==> config.mk <==
export PLATFORM = sky130hd
export DESIGN_NAME = tmc_conversion_ctrl
export DESIGN_NICKNAME = d
export VERILOG_FILES = /design/src/tmc_pkg.sv /design/src/tmc_sequencer.sv /design/src/tmc_conversion_ctrl.sv
export SDC_FILE = /design/constraint.sdc
export NUM_CORES = 1
export LEC_CHECK = 0
export BUFFER_PORTS_ARGS = -buffer_cell sky130_fd_sc_hd__buf_2
export CAP_MARGIN = 20
export CELL_PAD_IN_SITES_DETAIL_PLACEMENT = 0
export CELL_PAD_IN_SITES_GLOBAL_PLACEMENT = 1
export CORE_ASPECT_RATIO = 1.5
export CORE_MARGIN = 2
export CORE_UTILIZATION = 40
export CTS_BUF_LIST = sky130_fd_sc_hd__clkbuf_4
export DETAILED_ROUTE_END_ITERATION = 10
export HOLD_SLACK_MARGIN = 0.08
export PLACE_DENSITY = 0.76
export SYNTH_ARGS = -nofsm -noshare
export SYNTH_HDL_FRONTEND = slang
export SYNTH_SLANG_ARGS = --single-unit
==> constraint.sdc <==
create_clock -name clk -period 5.2 [get_ports clk]
set_input_delay 1.04 -clock clk [delete_from_list [all_inputs] [get_ports clk]]
set_output_delay 1.04 -clock clk [all_outputs]
set_load 0.01 [all_outputs]
==> src/tmc_pkg.sv <==
// Constants shared by the temperature monitor control logic.
// Assumes a single 200 MHz clock.
package tmc_pkg;
  // Register pointers
  localparam logic [7:0] PTR_LOCAL_HIGH = 8'h00;
  localparam logic [7:0] PTR_REMOTE1_HIGH = 8'h01;
  localparam logic [7:0] PTR_REMOTE2_HIGH = 8'h02;
  localparam logic [7:0] PTR_STATUS = 8'h08;
  localparam logic [7:0] PTR_CONFIG_ONE = 8'h09;
  localparam logic [7:0] PTR_CONFIG_TWO = 8'h0a;
  localparam logic [7:0] PTR_RATE = 8'h0b;
  localparam logic [7:0] PTR_ONE_SHOT = 8'h0f;
  localparam logic [7:0] PTR_LOCAL_LOW = 8'h10;
  localparam logic [7:0] PTR_REMOTE1_LOW = 8'h11;
  localparam logic [7:0] PTR_REMOTE2_LOW = 8'h12;
  localparam logic [7:0] PTR_RESET = 8'h00;
  // Field positions
  localparam int STATUS_BUSY_BIT = 7;
  localparam int CFG1_SHUTDOWN_BIT = 6;
  localparam int CFG1_RANGE_BIT = 2;
  localparam int CFG2_RES_CORRECT_BIT = 2;
  localparam int CFG2_LOCAL_EN_BIT = 3;
  // Writable masks, reserved bits read zero
  localparam logic [7:0] CFG1_MASK = 8'h44;
  localparam logic [7:0] CFG2_MASK = 8'h3c;
  localparam logic [7:0] RATE_MASK = 8'h07;
  // Reset values
  localparam logic [7:0] CFG1_RESET = 8'h00;
  localparam logic [7:0] CFG2_RESET_SINGLE = 8'h1c;
  localparam logic [7:0] CFG2_RESET_DUAL = 8'h3c;
  localparam logic [2:0] RATE_RESET = 3'h7;
  localparam logic [15:0] TEMP_RESET = 16'h0000;
  // Timing
  localparam int CLK_MHZ = 200;
  localparam int CONV_TIME_US = 15000;
  localparam int CONV_CYCLES = CONV_TIME_US * CLK_MHZ;
  localparam int IDLE_UNIT_US = 125000;
  localparam int IDLE_UNIT_CYCLES = IDLE_UNIT_US * CLK_MHZ;
  localparam logic [2:0] RATE_FASTEST = 3'h7;
endpackage

==> src/tmc_sequencer.sv <==
// Conversion sequencer: channel walk, conversion timing and idle delay.
// Assumes control inputs come from registers on the same clock.
`timescale 1ns/1ps
module tmc_sequencer #(
  parameter int CONV_LEN = tmc_pkg::CONV_CYCLES,
  parameter int IDLE_UNIT = tmc_pkg::IDLE_UNIT_CYCLES
) (
  input wire logic clk,
  input wire logic sys_rst,
  input wire logic [2:0] chanEn,
  input wire logic shutdown,
  input wire logic oneShot,
  input wire logic resCorrect,
  input wire logic [2:0] rateCode,
  output logic busy,
  output logic convStart,
  output logic convDone,
  output logic [1:0] convChannel
);
  typedef enum logic [1:0] {S_SHUT = 2'b00, S_CONV = 2'b01, S_DELAY = 2'b10} tmc_seq_t;

  tmc_seq_t state, next_state;
  logic [31:0] cnt, next_cnt;
  logic [1:0] next_chan;
  logic next_start, next_done;
  logic [31:0] convLen; // Conversion length, rate independent
  logic [31:0] idleLen; // Idle gap, scaled by rate code
  logic [2:0] first, after;

  // First enabled channel at or above a start index
  function automatic logic [2:0] nextChan(input logic [2:0] from, input logic [2:0] en);
    logic [2:0] r;
    r = 3'h0;
    for (int i = 2; i >= 0; i--) begin
      if (en[i] && (3'(i) >= from)) begin
        r = {1'b1, 2'(i)};
      end
    end
    return r;
  endfunction

  // Dropping series-R correction halves the conversion [RULE_15]
  assign convLen = resCorrect ? 32'(CONV_LEN) : 32'(CONV_LEN / 2);
  // Only the idle gap follows the rate code, halving per step up [RULE_18] [RULE_22]
  assign idleLen = 32'(IDLE_UNIT) << (tmc_pkg::RATE_FASTEST - rateCode);
  assign first = nextChan(3'h0, chanEn);
  assign after = nextChan(3'(convChannel) + 3'h1, chanEn);

  // Next-state logic driven by one down counter [RULE_23]
  always_comb begin
    next_state = state;
    next_cnt = (cnt != 32'h0) ? cnt - 32'h1 : cnt;
    next_chan = convChannel;
    next_start = 1'b0;
    next_done = 1'b0;
    unique case (state)
      S_SHUT: begin
        // Clearing shutdown resumes, a one-shot runs one pass [RULE_09] [RULE_12]
        if ((!shutdown || oneShot) && first[2]) begin
          next_state = S_CONV;
          next_chan = first[1:0];
          next_cnt = convLen - 32'h1;
          next_start = 1'b1;
        end else if (!shutdown) begin
          next_state = S_DELAY;
          next_cnt = idleLen - 32'h1;
        end
      end
      S_CONV: begin
        // One-shot is ignored here by construction [RULE_13]
        if (cnt == 32'h0) begin
          next_done = 1'b1;
          // Walk local, remote 1, remote 2, skipping disabled [RULE_17]
          if (after[2]) begin
            next_chan = after[1:0];
            next_cnt = convLen - 32'h1;
            next_start = 1'b1;
          end else if (shutdown) begin
            next_state = S_SHUT;
          end else begin
            next_state = S_DELAY;
            next_cnt = idleLen - 32'h1;
          end
        end
      end
      S_DELAY: begin
        if (shutdown && !oneShot) begin
          next_state = S_SHUT;
        end else if (oneShot || cnt == 32'h0) begin
          // Continuous run, one-shot cuts the idle short [RULE_08] [RULE_14]
          if (first[2]) begin
            next_state = S_CONV;
            next_chan = first[1:0];
            next_cnt = convLen - 32'h1;
            next_start = 1'b1;
          end else begin
            next_cnt = idleLen - 32'h1;
          end
        end
      end
      default: next_state = S_SHUT;
    endcase
  end

  // Reset lands in a spent delay, so the first pass starts at once [RULE_07]
  always_ff @(posedge clk or posedge sys_rst) begin
    if (sys_rst) begin
      state <= S_DELAY;
      cnt <= 32'h0;
      convChannel <= 2'h0;
      convStart <= 1'b0;
      convDone <= 1'b0;
      busy <= 1'b0;
    end else begin
      state <= next_state;
      cnt <= next_cnt;
      convChannel <= next_chan;
      convStart <= next_start;
      convDone <= next_done;
      busy <= (next_state == S_CONV);
    end
  end
endmodule

==> src/tmc_conversion_ctrl.sv <==
// Register side of a three channel temperature monitor: pointer, result
// and configuration registers, paired high/low reads, and the sequencer.
// Assumes the serial decoder and the analog front end share clk.
//
// How it works
// RULE_01 - Results read-only, refreshed per finished conversion
// RULE_02 - Low byte matches preceding high byte read
// RULE_03 - Host reads high byte then low byte
// RULE_04 - Two-byte read gives high, low, same conversion
// RULE_05 - Result registers are zero after reset
// RULE_06 - Status top bit shows converting, rest zero
// RULE_07 - First conversion starts right after reset
// RULE_08 - Shutdown clear means continuous paced conversion
// RULE_09 - Shutdown set finishes sequence, then stops
// RULE_10 - Range bit picks standard or extended format
// RULE_11 - Host writes zero to reserved bits
// RULE_12 - One-shot write in shutdown runs one pass
// RULE_13 - One-shot during conversion is ignored
// RULE_14 - One-shot during idle starts immediately
// RULE_15 - Correction bit; off halves conversion time
// RULE_16 - Bits 3,4,5 enable local, remote1, remote2
// RULE_17 - Order local, remote1, remote2, stop, delay
// RULE_18 - Rate code changes idle time only
// RULE_19 - Config two resets to 1c or 3c
// RULE_20 - Config one resets to zero
// RULE_21 - Pointer selects register, every write loads it; only ptrWrite loads it here, regWrite does not
// RULE_22 - Rate code doubles per step, resets seven
// RULE_23 - One counter times steps and idle gaps
`timescale 1ns/1ps
module tmc_conversion_ctrl #(
  parameter bit DUAL_REMOTE = 1'b1, // Second remote channel fitted
  parameter int CONV_LEN = tmc_pkg::CONV_CYCLES, // Cycles per conversion with correction on
  parameter int IDLE_UNIT = tmc_pkg::IDLE_UNIT_CYCLES // Idle at fastest rate
) (
  input wire logic clk,
  input wire logic sys_rst,
  // Host side, decoded serial commands
  input wire logic ptrWrite,
  input wire logic [7:0] ptrData,
  input wire logic regWrite,
  input wire logic [7:0] regWrData,
  input wire logic regRead,
  input wire logic regReadNext,
  output logic [7:0] rdData,
  output logic rdValid,
  // Analog front end
  input wire logic [15:0] feResult,
  output logic feStart,
  output logic [1:0] feChannel,
  output logic feRangeExtended,
  output logic series_res_correct_en,
  output logic busy
);
  localparam logic [7:0] CFG2_RESET = DUAL_REMOTE ? tmc_pkg::CFG2_RESET_DUAL : tmc_pkg::CFG2_RESET_SINGLE;
  localparam logic [7:0] CFG2_WMASK = DUAL_REMOTE ? tmc_pkg::CFG2_MASK : 8'h1c;

  logic [7:0] pointer; // Selected register
  logic [7:0] configOne; // Shutdown and range
  logic [7:0] configTwo; // Channel and correction enables
  logic [2:0] rateCode; // Idle pacing code
  logic [15:0] tempRes [3]; // Per channel result, high byte on top
  logic [7:0] shadowLow; // Low byte frozen at the last high read
  logic pairValid; // Shadow still belongs to the last read
  logic [1:0] pairCh; // Channel whose high byte was read last
  logic oneShot; // One cycle trigger to the sequencer
  logic seqBusy, seqStart, seqDone;
  logic [1:0] seqChannel;
  logic shutdown_select;
  logic local_channel_en;
  logic remote_two_channel_en;
  logic [2:0] chanEn;
  logic everDone; // Helper for checking reset values
  logic [1:0] doneCh; // Channel of the conversion that just ended

  // Field views of the configuration registers
  assign shutdown_select = configOne[tmc_pkg::CFG1_SHUTDOWN_BIT];
  assign local_channel_en = configTwo[tmc_pkg::CFG2_LOCAL_EN_BIT];
  assign remote_two_channel_en = configTwo[tmc_pkg::CFG2_LOCAL_EN_BIT + 2];
  // Enables of local, remote 1 and remote 2 [RULE_16]
  assign chanEn = {remote_two_channel_en, configTwo[tmc_pkg::CFG2_LOCAL_EN_BIT + 1], local_channel_en};

  // Channel of a high byte pointer, with a hit flag
  function automatic logic [2:0] highOf(input logic [7:0] p);
    logic [2:0] r;
    r = 3'h0;
    if (p <= tmc_pkg::PTR_REMOTE2_HIGH) begin
      r = {1'b1, p[1:0]};
    end
    return r;
  endfunction

  // Channel of a low byte pointer, with a hit flag
  function automatic logic [2:0] lowOf(input logic [7:0] p);
    logic [2:0] r;
    r = 3'h0;
    if (p >= tmc_pkg::PTR_LOCAL_LOW && p <= tmc_pkg::PTR_REMOTE2_LOW) begin
      r = {1'b1, p[1:0]};
    end
    return r;
  endfunction

  // Live value of a register; unmapped and write-only read zero
  function automatic logic [7:0] liveValue(input logic [7:0] p);
    logic [7:0] v;
    v = 8'h00;
    if (highOf(p) != 3'h0) begin
      v = tempRes[p[1:0]][15:8];
    end else if (lowOf(p) != 3'h0) begin
      v = tempRes[p[1:0]][7:0];
    end else begin
      unique case (p)
        // Only the busy bit is ever nonzero [RULE_06]
        tmc_pkg::PTR_STATUS: v = {seqBusy, 7'h00};
        tmc_pkg::PTR_CONFIG_ONE: v = configOne;
        tmc_pkg::PTR_CONFIG_TWO: v = configTwo;
        tmc_pkg::PTR_RATE: v = {5'h00, rateCode};
        default: v = 8'h00;
      endcase
    end
    return v;
  endfunction

  // Pointer: loaded by every pointer write command, not by data writes [RULE_21]
  always_ff @(posedge clk or posedge sys_rst) begin
    if (sys_rst) begin
      pointer <= tmc_pkg::PTR_RESET;
    end else if (ptrWrite) begin
      pointer <= ptrData;
    end
  end

  // Configuration registers; reserved bits are not stored, so a host that
  // breaks the write-zero convention cannot reach hidden state [RULE_11]
  always_ff @(posedge clk or posedge sys_rst) begin
    if (sys_rst) begin
      configOne <= tmc_pkg::CFG1_RESET; // [RULE_20]
      configTwo <= CFG2_RESET; // [RULE_19]
      rateCode <= tmc_pkg::RATE_RESET; // [RULE_22]
    end else if (regWrite) begin
      unique case (pointer)
        // Shutdown and range bits [RULE_08] [RULE_10]
        tmc_pkg::PTR_CONFIG_ONE: configOne <= regWrData & tmc_pkg::CFG1_MASK;
        // Enables and correction [RULE_15] [RULE_16]
        tmc_pkg::PTR_CONFIG_TWO: configTwo <= regWrData & CFG2_WMASK;
        tmc_pkg::PTR_RATE: rateCode <= regWrData[2:0];
        default: ;
      endcase
    end
  end

  // One-shot: the data byte is dropped, only the write event counts [RULE_12]
  always_ff @(posedge clk or posedge sys_rst) begin
    if (sys_rst) begin
      oneShot <= 1'b0;
    end else begin
      oneShot <= regWrite && (pointer == tmc_pkg::PTR_ONE_SHOT);
    end
  end

  // Channel one cycle late. The done pulse comes out on the same edge
  // that moves the sequencer to its next channel, so the live channel
  // would file the result under the wrong register.
  always_ff @(posedge clk or posedge sys_rst) begin
    if (sys_rst) begin
      doneCh <= 2'h0;
    end else begin
      doneCh <= seqChannel;
    end
  end

  // Results: hardware-only writes on each finished conversion [RULE_01] [RULE_05]
  always_ff @(posedge clk or posedge sys_rst) begin
    if (sys_rst) begin
      for (int i = 0; i < 3; i++) begin
        tempRes[i] <= tmc_pkg::TEMP_RESET;
      end
    end else if (seqDone) begin
      tempRes[doneCh] <= feResult;
    end
  end

  // Pairing: a high read freezes the low byte; any other read releases it.
  // The host is expected to fetch the low byte next [RULE_02] [RULE_03]
  always_ff @(posedge clk or posedge sys_rst) begin
    if (sys_rst) begin
      shadowLow <= 8'h00;
      pairValid <= 1'b0;
      pairCh <= 2'h0;
    end else if (regRead) begin
      if (highOf(pointer) != 3'h0) begin
        shadowLow <= tempRes[pointer[1:0]][7:0];
        pairValid <= 1'b1;
        pairCh <= pointer[1:0];
      end else begin
        pairValid <= 1'b0;
      end
    end else if (regReadNext) begin
      pairValid <= 1'b0;
    end
  end

  // Read data: paired low byte wins over the live value [RULE_02] [RULE_04]
  always_ff @(posedge clk or posedge sys_rst) begin
    if (sys_rst) begin
      rdData <= 8'h00;
      rdValid <= 1'b0;
    end else begin
      rdValid <= regRead || regReadNext;
      if (regRead) begin
        if (pairValid && lowOf(pointer) == {1'b1, pairCh}) begin
          rdData <= shadowLow;
        end else begin
          rdData <= liveValue(pointer);
        end
      end else if (regReadNext) begin
        // Second byte of a two-byte read
        rdData <= pairValid ? shadowLow : liveValue(pointer);
      end
    end
  end

  // Front end controls mirror the sequencer and configuration
  always_ff @(posedge clk or posedge sys_rst) begin
    if (sys_rst) begin
      feStart <= 1'b0;
      feChannel <= 2'h0;
      feRangeExtended <= 1'b0;
      series_res_correct_en <= 1'b0;
      busy <= 1'b0;
    end else begin
      feStart <= seqStart;
      feChannel <= seqChannel;
      // Result format follows the range bit [RULE_10]
      feRangeExtended <= configOne[tmc_pkg::CFG1_RANGE_BIT];
      series_res_correct_en <= configTwo[tmc_pkg::CFG2_RES_CORRECT_BIT];
      busy <= seqBusy;
    end
  end

  // Step timing and channel walk [RULE_07] [RULE_17] [RULE_23]
  tmc_sequencer #(
    .CONV_LEN(CONV_LEN),
    .IDLE_UNIT(IDLE_UNIT)
  ) u_seq (
    .clk(clk),
    .sys_rst(sys_rst),
    .chanEn(chanEn),
    .shutdown(shutdown_select),
    .oneShot(oneShot),
    .resCorrect(configTwo[tmc_pkg::CFG2_RES_CORRECT_BIT]),
    .rateCode(rateCode),
    .busy(seqBusy),
    .convStart(seqStart),
    .convDone(seqDone),
    .convChannel(seqChannel)
  );

  // Helper: set once any conversion has landed
  always_ff @(posedge clk or posedge sys_rst) begin
    if (sys_rst) begin
      everDone <= 1'b0;
    end else if (seqDone) begin
      everDone <= 1'b1;
    end
  end
endmodule

# Word level (Yosys, flattened, before mapping)
# Cells that the tools add are included.
dict set report word_totals {
  ff_bits 131
}
dict set report op_classes {
  n_addsub 5
  magnitude_cmp 9
  n_eq_ne 15
  n_shift 1
  muxes 73
  bitwise 2
  n_reduce_logical 29
}
# op n
set ops {}
lappend ops {{32-bit two-way mux} 8}
lappend ops {{32-bit case mux with 3 select lines} 1}
lappend ops {{32-bit by 1-bit subtractor with 32-bit output, second input constant} 3}
lappend ops {{8-bit two-way mux} 8}
lappend ops {{3-bit two-way mux} 20}
lappend ops {{48-bit bitwise mux} 1}
lappend ops {{16-bit two-way mux} 3}
lappend ops {{8-bit by 4-bit equality test with 1-bit output, second input constant} 5}
lappend ops {{16-bit binary-select mux with 2-bit select} 1}
lappend ops {{16-bit demux with 2-bit select} 1}
lappend ops {{32-bit logical NOT} 1}
lappend ops {{8-bit case mux with 4 select lines} 1}
lappend ops {{32-bit nonzero test} 1}
lappend ops {{25-bit by 3-bit left shift with 32-bit output, first input constant} 1}
lappend ops {{2-bit two-way mux} 14}
lappend ops {{22-bit two-way mux} 1}
lappend ops {{3-bit nonzero test} 6}
lappend ops {{2-bit case mux with 3 select lines} 2}
lappend ops {{1-bit two-way mux} 11}
lappend ops {{2-bit by 1-bit != test with 1-bit output, second input constant} 5}
lappend ops {{1-bit logical AND} 9}
lappend ops {{8-bit by 5-bit greater-or-equal comparator with 1-bit output, second input constant} 1}
lappend ops {{8-bit by 2-bit less-or-equal comparator with 1-bit output, second input constant} 1}
lappend ops {{8-bit by 5-bit less-or-equal comparator with 1-bit output, second input constant} 1}
lappend ops {{18 further kinds} 28}

# Depth between registers and ports, before layout
dict set report logic_depth {
  ltp_word 17
  depth_mapped 11
  mapped_depth_nobuf 9
}

# By module
# From an unflattened synthesis, not the netlist that was laid out.
dict set report unflattened {
  cells_unflattened 792
  area_unflattened_um2 7651.1
}
# mod instances cells_per_inst area_per_inst_um2
set modules_own_cells {}
lappend modules_own_cells {tmc_conversion_ctrl 1 353 4317.9}
lappend modules_own_cells {tmc_sequencer 1 439 3333.2}

# Worst setup path after synthesis
# Ideal clock, no wire load.
dict set report synth_path {
  kind {register to register}
  start {register u_seq.cnt[0]}
  end {register u_seq.cnt[16]}
  setup_time_ps 139
  arrival_time_ps 2529
  required_time_ps 5061
  slack_ps 2532
  stages_incl_launch_ff 10
  cell_sequence {dfrtp_1 > inv_1 > ha_1 > or4b_1 > or3_1 > clkbuf_1 > nor3_1 > xnor2_1 > a21oi_1 > or4_1}
}
dict set report synth_between {
  elab_chain_len 6
  elab_cells_between_ends 12
}
# element line
set synth_lines {}
lappend synth_lines {{start: declaration} tmc_sequencer.sv:23} ;# logic [31:0] cnt, next_cnt;
lappend synth_lines {{start signal: assignment} tmc_sequencer.sv:116} ;# cnt <= next_cnt;
lappend synth_lines {{32-bit by 1-bit subtractor with 32-bit output / 32-bit nonzero test (equally long branches)} tmc_sequencer.sv:52} ;# next_cnt = (cnt != 32'h0) ? cnt - 32'h1 : cnt;
lappend synth_lines {{32-bit two-way mux} tmc_sequencer.sv:52}
lappend synth_lines {{32-bit two-way mux} {tmc_sequencer.sv:64, tmc_sequencer.sv:78}}
lappend synth_lines {{32-bit two-way mux} tmc_sequencer.sv:74} ;# if (after[2]) begin
lappend synth_lines {{32-bit two-way mux} tmc_sequencer.sv:71} ;# if (cnt == 32'h0) begin
lappend synth_lines {{32-bit case mux with 3 select lines *} tmc_sequencer.sv:56} ;# unique case (state)
lappend synth_lines {{net u_seq.next_cnt[16]} tmc_sequencer.sv:23}
# The timed path passes the listed nets; every way through them passes the cells marked *.
# A chain may end at the register's enable or synchronous reset.

# Final worst setup path
dict set report layout_path {
  start {register u_seq.cnt[25]}
  end {register u_seq.convChannel[1]}
}
dict set report layout_between {
  elab_chain_len 4
  elab_cells_between_ends 5
}
# element line
set layout_lines {}
lappend layout_lines {{32-bit logical NOT *} {tmc_sequencer.sv:71, tmc_sequencer.sv:89}}
lappend layout_lines {{1-bit logical OR} tmc_sequencer.sv:89} ;# end else if (oneShot || cnt == 32'h0) begin
lappend layout_lines {{2-bit by 1-bit != test with 1-bit output (no line)} n/a}
lappend layout_lines {{7-bit AND reduction (no line) *} n/a}
lappend layout_lines {{end signal: assignment} tmc_sequencer.sv:117} ;# convChannel <= next_chan;
lappend layout_lines {{end: declaration} tmc_sequencer.sv:18} ;# output logic [1:0] convChannel
# Mark *: on every way between the ends. The rest lies on a longest branch, timed or not.

==> run_results.csv <==
group,metric,value,unit
outcome,status,"finished, final reports clean",
clock_tree,path_clk_slew,0.12,ns
route,dr.pass1.iters,5,
timing,relSlewSlack,35.2,%
floorplanning,core_area,0.0179,mm2
clock_tree,cts_tree,"yes",
critical_path,worstPathRequired,5.68,ns
synthesis,synth.avg_cell_area,9.90,um2
timing,setup_viol,0,
synthesis,yosysWarnings,0,
clock_tree,clock_path_buffers,2,
finish,final_nets,810,
placement,port_buffers,51,
finish,drive_above_1_share,23.9,%
floorplanning,die_area,0.0193,mm2
finish,final_util,44.8,%
clock_tree,cts-root-buf,"clkbuf_4",
clock_tree,hold_buffers,0,
grt,antenna_found_initial,1,
floorplanning,std_cell_rows,60,
placement,placed_area,0.00770,mm2
timing,clock_skew,0.0170,ns
grt,grt_usage,22.2,%
grt,grt_pass1_wl,32900,um
clock_tree,clk_latency,0.56,ns
critical_path,path_class,"register to register",
min_path,min_path_type,"input port to async pin",
placement,dp_cells,968,
power,leakagePower,3.43,nW
timing,maxSlewViolCount,0,
synthesis,async_reset_ff_share,100,%
floorplanning,num_io_pins,53,
critical_path,r2r-end,"u_seq.convChannel[1]$_DFFE_PP0P_",
finish,nFillCells,1763,
synthesis,seq_area_frac_synth,45.2,%
route,drt_wl_total,20100,um
grt,globalRouteOverflowTotal,0,
clock_tree,cts_resized,0,
floorplanning,fp.dieH,169,um
timing,hold_viol,0,
critical_path,crit_path_max_fanout,20,
route,drt_iter0_drc,361,
clock_tree,numCtsBuffers,17,
finish,final_cell_area,0.00800,mm2
placement,hpwlAfterDp,15000,um
power,ir_drop,0.177,mV
synthesis,ys_types,72,
clock_tree,cts.sinks,131,
synthesis,syn_nets,774,
timing,rsz0062_at_grt,"false",
finish,fin_cells,1001,
synthesis,mappedNetlistArea,0.00727,mm2
route,vias_per_cell,5.90,
timing,worst_pin_slew,0.964,ns
power,power.density,373,mW/mm2
finish,syn2layout_area_growth,9.96,%
timing,fmax,308,MHz
grt,first_global_vias,6067,
timing,timing.final.crit_share,62.4,%
timing,tns,0,ns
run,max_cap_violations,0,
critical_path,rrSetupSlack,1.95,ns
clock_tree,htree_levels,4,
route,route.vias.total,5907,
critical_path,reg2reg_depth,7,
critical_path,startpoint_type,"register",
finish,multi_input_area,0.00374,mm2
clock_tree,post_cts_buffers,0,
placement,gp_congestion,1.03,
grt,grt_start_max_net_pins,79,
finish,regArea,0.00329,mm2
synthesis,ys_seq_elements,131,
route,drc,0,
route,wl_per_cell,20.1,um
synthesis,synth_top_flop_cell,"dfrtp_1",
critical_path,r2r-start,"u_seq.cnt[25]$_DFF_PP0_",
finish,final_common_cell,"dfrtp_1",
floorplanning,start_util,40.7,%
finish,most-common-layout-cells,"dfrtp_1, mux2_2, nor2_1",
critical_path,worstPathArrival,3.73,ns
synthesis,synthCells,735,
floorplanning,die_w,114,um
timing,period_minus_slack,3.25,ns
route,ant_nets,0,
critical_path,cp-end-kind,"register",
synthesis,synth_edf_count,0,
-- state kept, by name, summed over array words and instances, names as in the netlist, 2 cells and up --
register           flops
feChannel              2
rateCode               3
u_seq.cnt             32
configTwo              4
rdData                 8
tempRes               48
shadowLow              8
configOne              2
u_seq.convChannel      2
u_seq.state            2
pointer                8
pairCh                 2
-- synth_stat cells (all sizes together), types with 3 or more instances --
library cell / n / area share (%)
nor3: 20 / 1.7
nor4: 10 / 1.1
xnor2: 15 / 1.8
a211oi: 9 / 0.93
nor2b: 6 / 0.52
a31oi: 10 / 1.1
buf: 12 / 0.95
nor3b: 5 / 0.72
a22oi: 3 / 0.31
a21o: 6 / 0.62
o211ai: 4 / 0.41
a21boi: 6 / 0.62
o31ai: 4 / 0.41
a211o: 9 / 1.1
clkbuf: 34 / 1.8
nor2: 65 / 3.4
mux2: 65 / 10
nand2: 58 / 3.0
or2: 5 / 0.43
or4: 9 / 0.98
a21oi: 38 / 2.6
nand3: 14 / 0.96
mux2i: 23 / 3.2
a22o: 6 / 0.72
and3: 6 / 0.58
xor2: 14 / 1.7
and2: 5 / 0.43
o32ai: 3 / 0.57
o2bb2ai: 3 / 0.36
nand3b: 4 / 0.41
dfstp: 8 / 2.9
o21ai: 55 / 3.8
a311oi: 3 / 0.36
nand2b: 8 / 0.69
inv: 12 / 0.62
or3: 11 / 0.95
dfrtp: 123 / 42
o22ai: 11 / 0.95
-- per-layer routing --
layer | vias to the layer above | wire length, um | share of wire, % | GRT usage, %
li1 | 2775 | - | - | -
met1 | 2916 | 7360 | 37 | 24.5
met2 | 174 | 11100 | 55 | 40.2
met3 | 42 | 875 | 4.3 | 4.43
met4 | 0 | 833 | 4.1 | 10.4
met5 | - | 0 | 0 | 0
-- cell type report --
cell class,instances,share of cell area (%)
antenna,1,0.0313
clock buffer,18,1.69
clock inverter,13,1.69
inverter,14,0.688
multi-input combinational,544,46.8
sequential,131,41.1
tap,217,3.39
timing repair buffer,63,4.61
-- worst max path at each step --
stage	startpoint	end	slack [ns]
floorplan	sys_rst	busy$_DFF_PP0_	0.68
global placement	u_seq.cnt[25]$_DFF_PP0_	u_seq.convChannel[1]$_DFFE_PP0P_	1.99
detailed placement	u_seq.cnt[25]$_DFF_PP0_	u_seq.convChannel[1]$_DFFE_PP0P_	2.03
CTS	u_seq.cnt[25]$_DFF_PP0_	u_seq.convChannel[1]$_DFFE_PP0P_	1.98
global route	u_seq.cnt[25]$_DFF_PP0_	u_seq.convChannel[1]$_DFFE_PP0P_	1.70
finish	u_seq.cnt[25]$_DFF_PP0_	u_seq.convChannel[1]$_DFFE_PP0P_	1.95
-- logic make-up (layout without fill, tap and decap cells) --
family                     after synthesis  count (layout)  share of synthesized area [%]
other                                    0               1                              0
AOI/OAI and AO/OA                      194             194                           18.0
buffers and inverters                   60             108                           3.42
and+or+nand+nor                        232             232                           16.5
adders and majority gates                1               1                          0.172
DFF                                    131             131                           45.2
muxes                                   88              88                           13.2
xor gates and xnor gates                29              29                           3.49
-- critical path: stages (launching register included) --
cell      delay [ns]
dfrtp_1         0.43
or4_1           0.61
nor2_1          0.61
and3_4          0.52
a31oi_1         0.17
o21ai_0         0.54
o211ai_1        0.16
o21ai_0         0.11
-- power breakdown --
group          switching [W]  internal, W  total (W)
registers           0.000226      0.00119    0.00142
logic               0.000509     0.000382   0.000891
clock network       0.000391     0.000287   0.000677
total                0.00113      0.00186    0.00299
-- metrics by stage --
stage,hold slack [ns],power (W),setup slack (ns)
floorplan,0.331,0.00204,0.676
global placement,0.341,0.00228,1.99
detailed placement,0.350,0.00231,2.03
CTS,0.376,0.00300,1.98
global route,0.323,0.00317,1.70
finish,0.366,0.00299,1.95
Power figures use the tool's default switching activity.
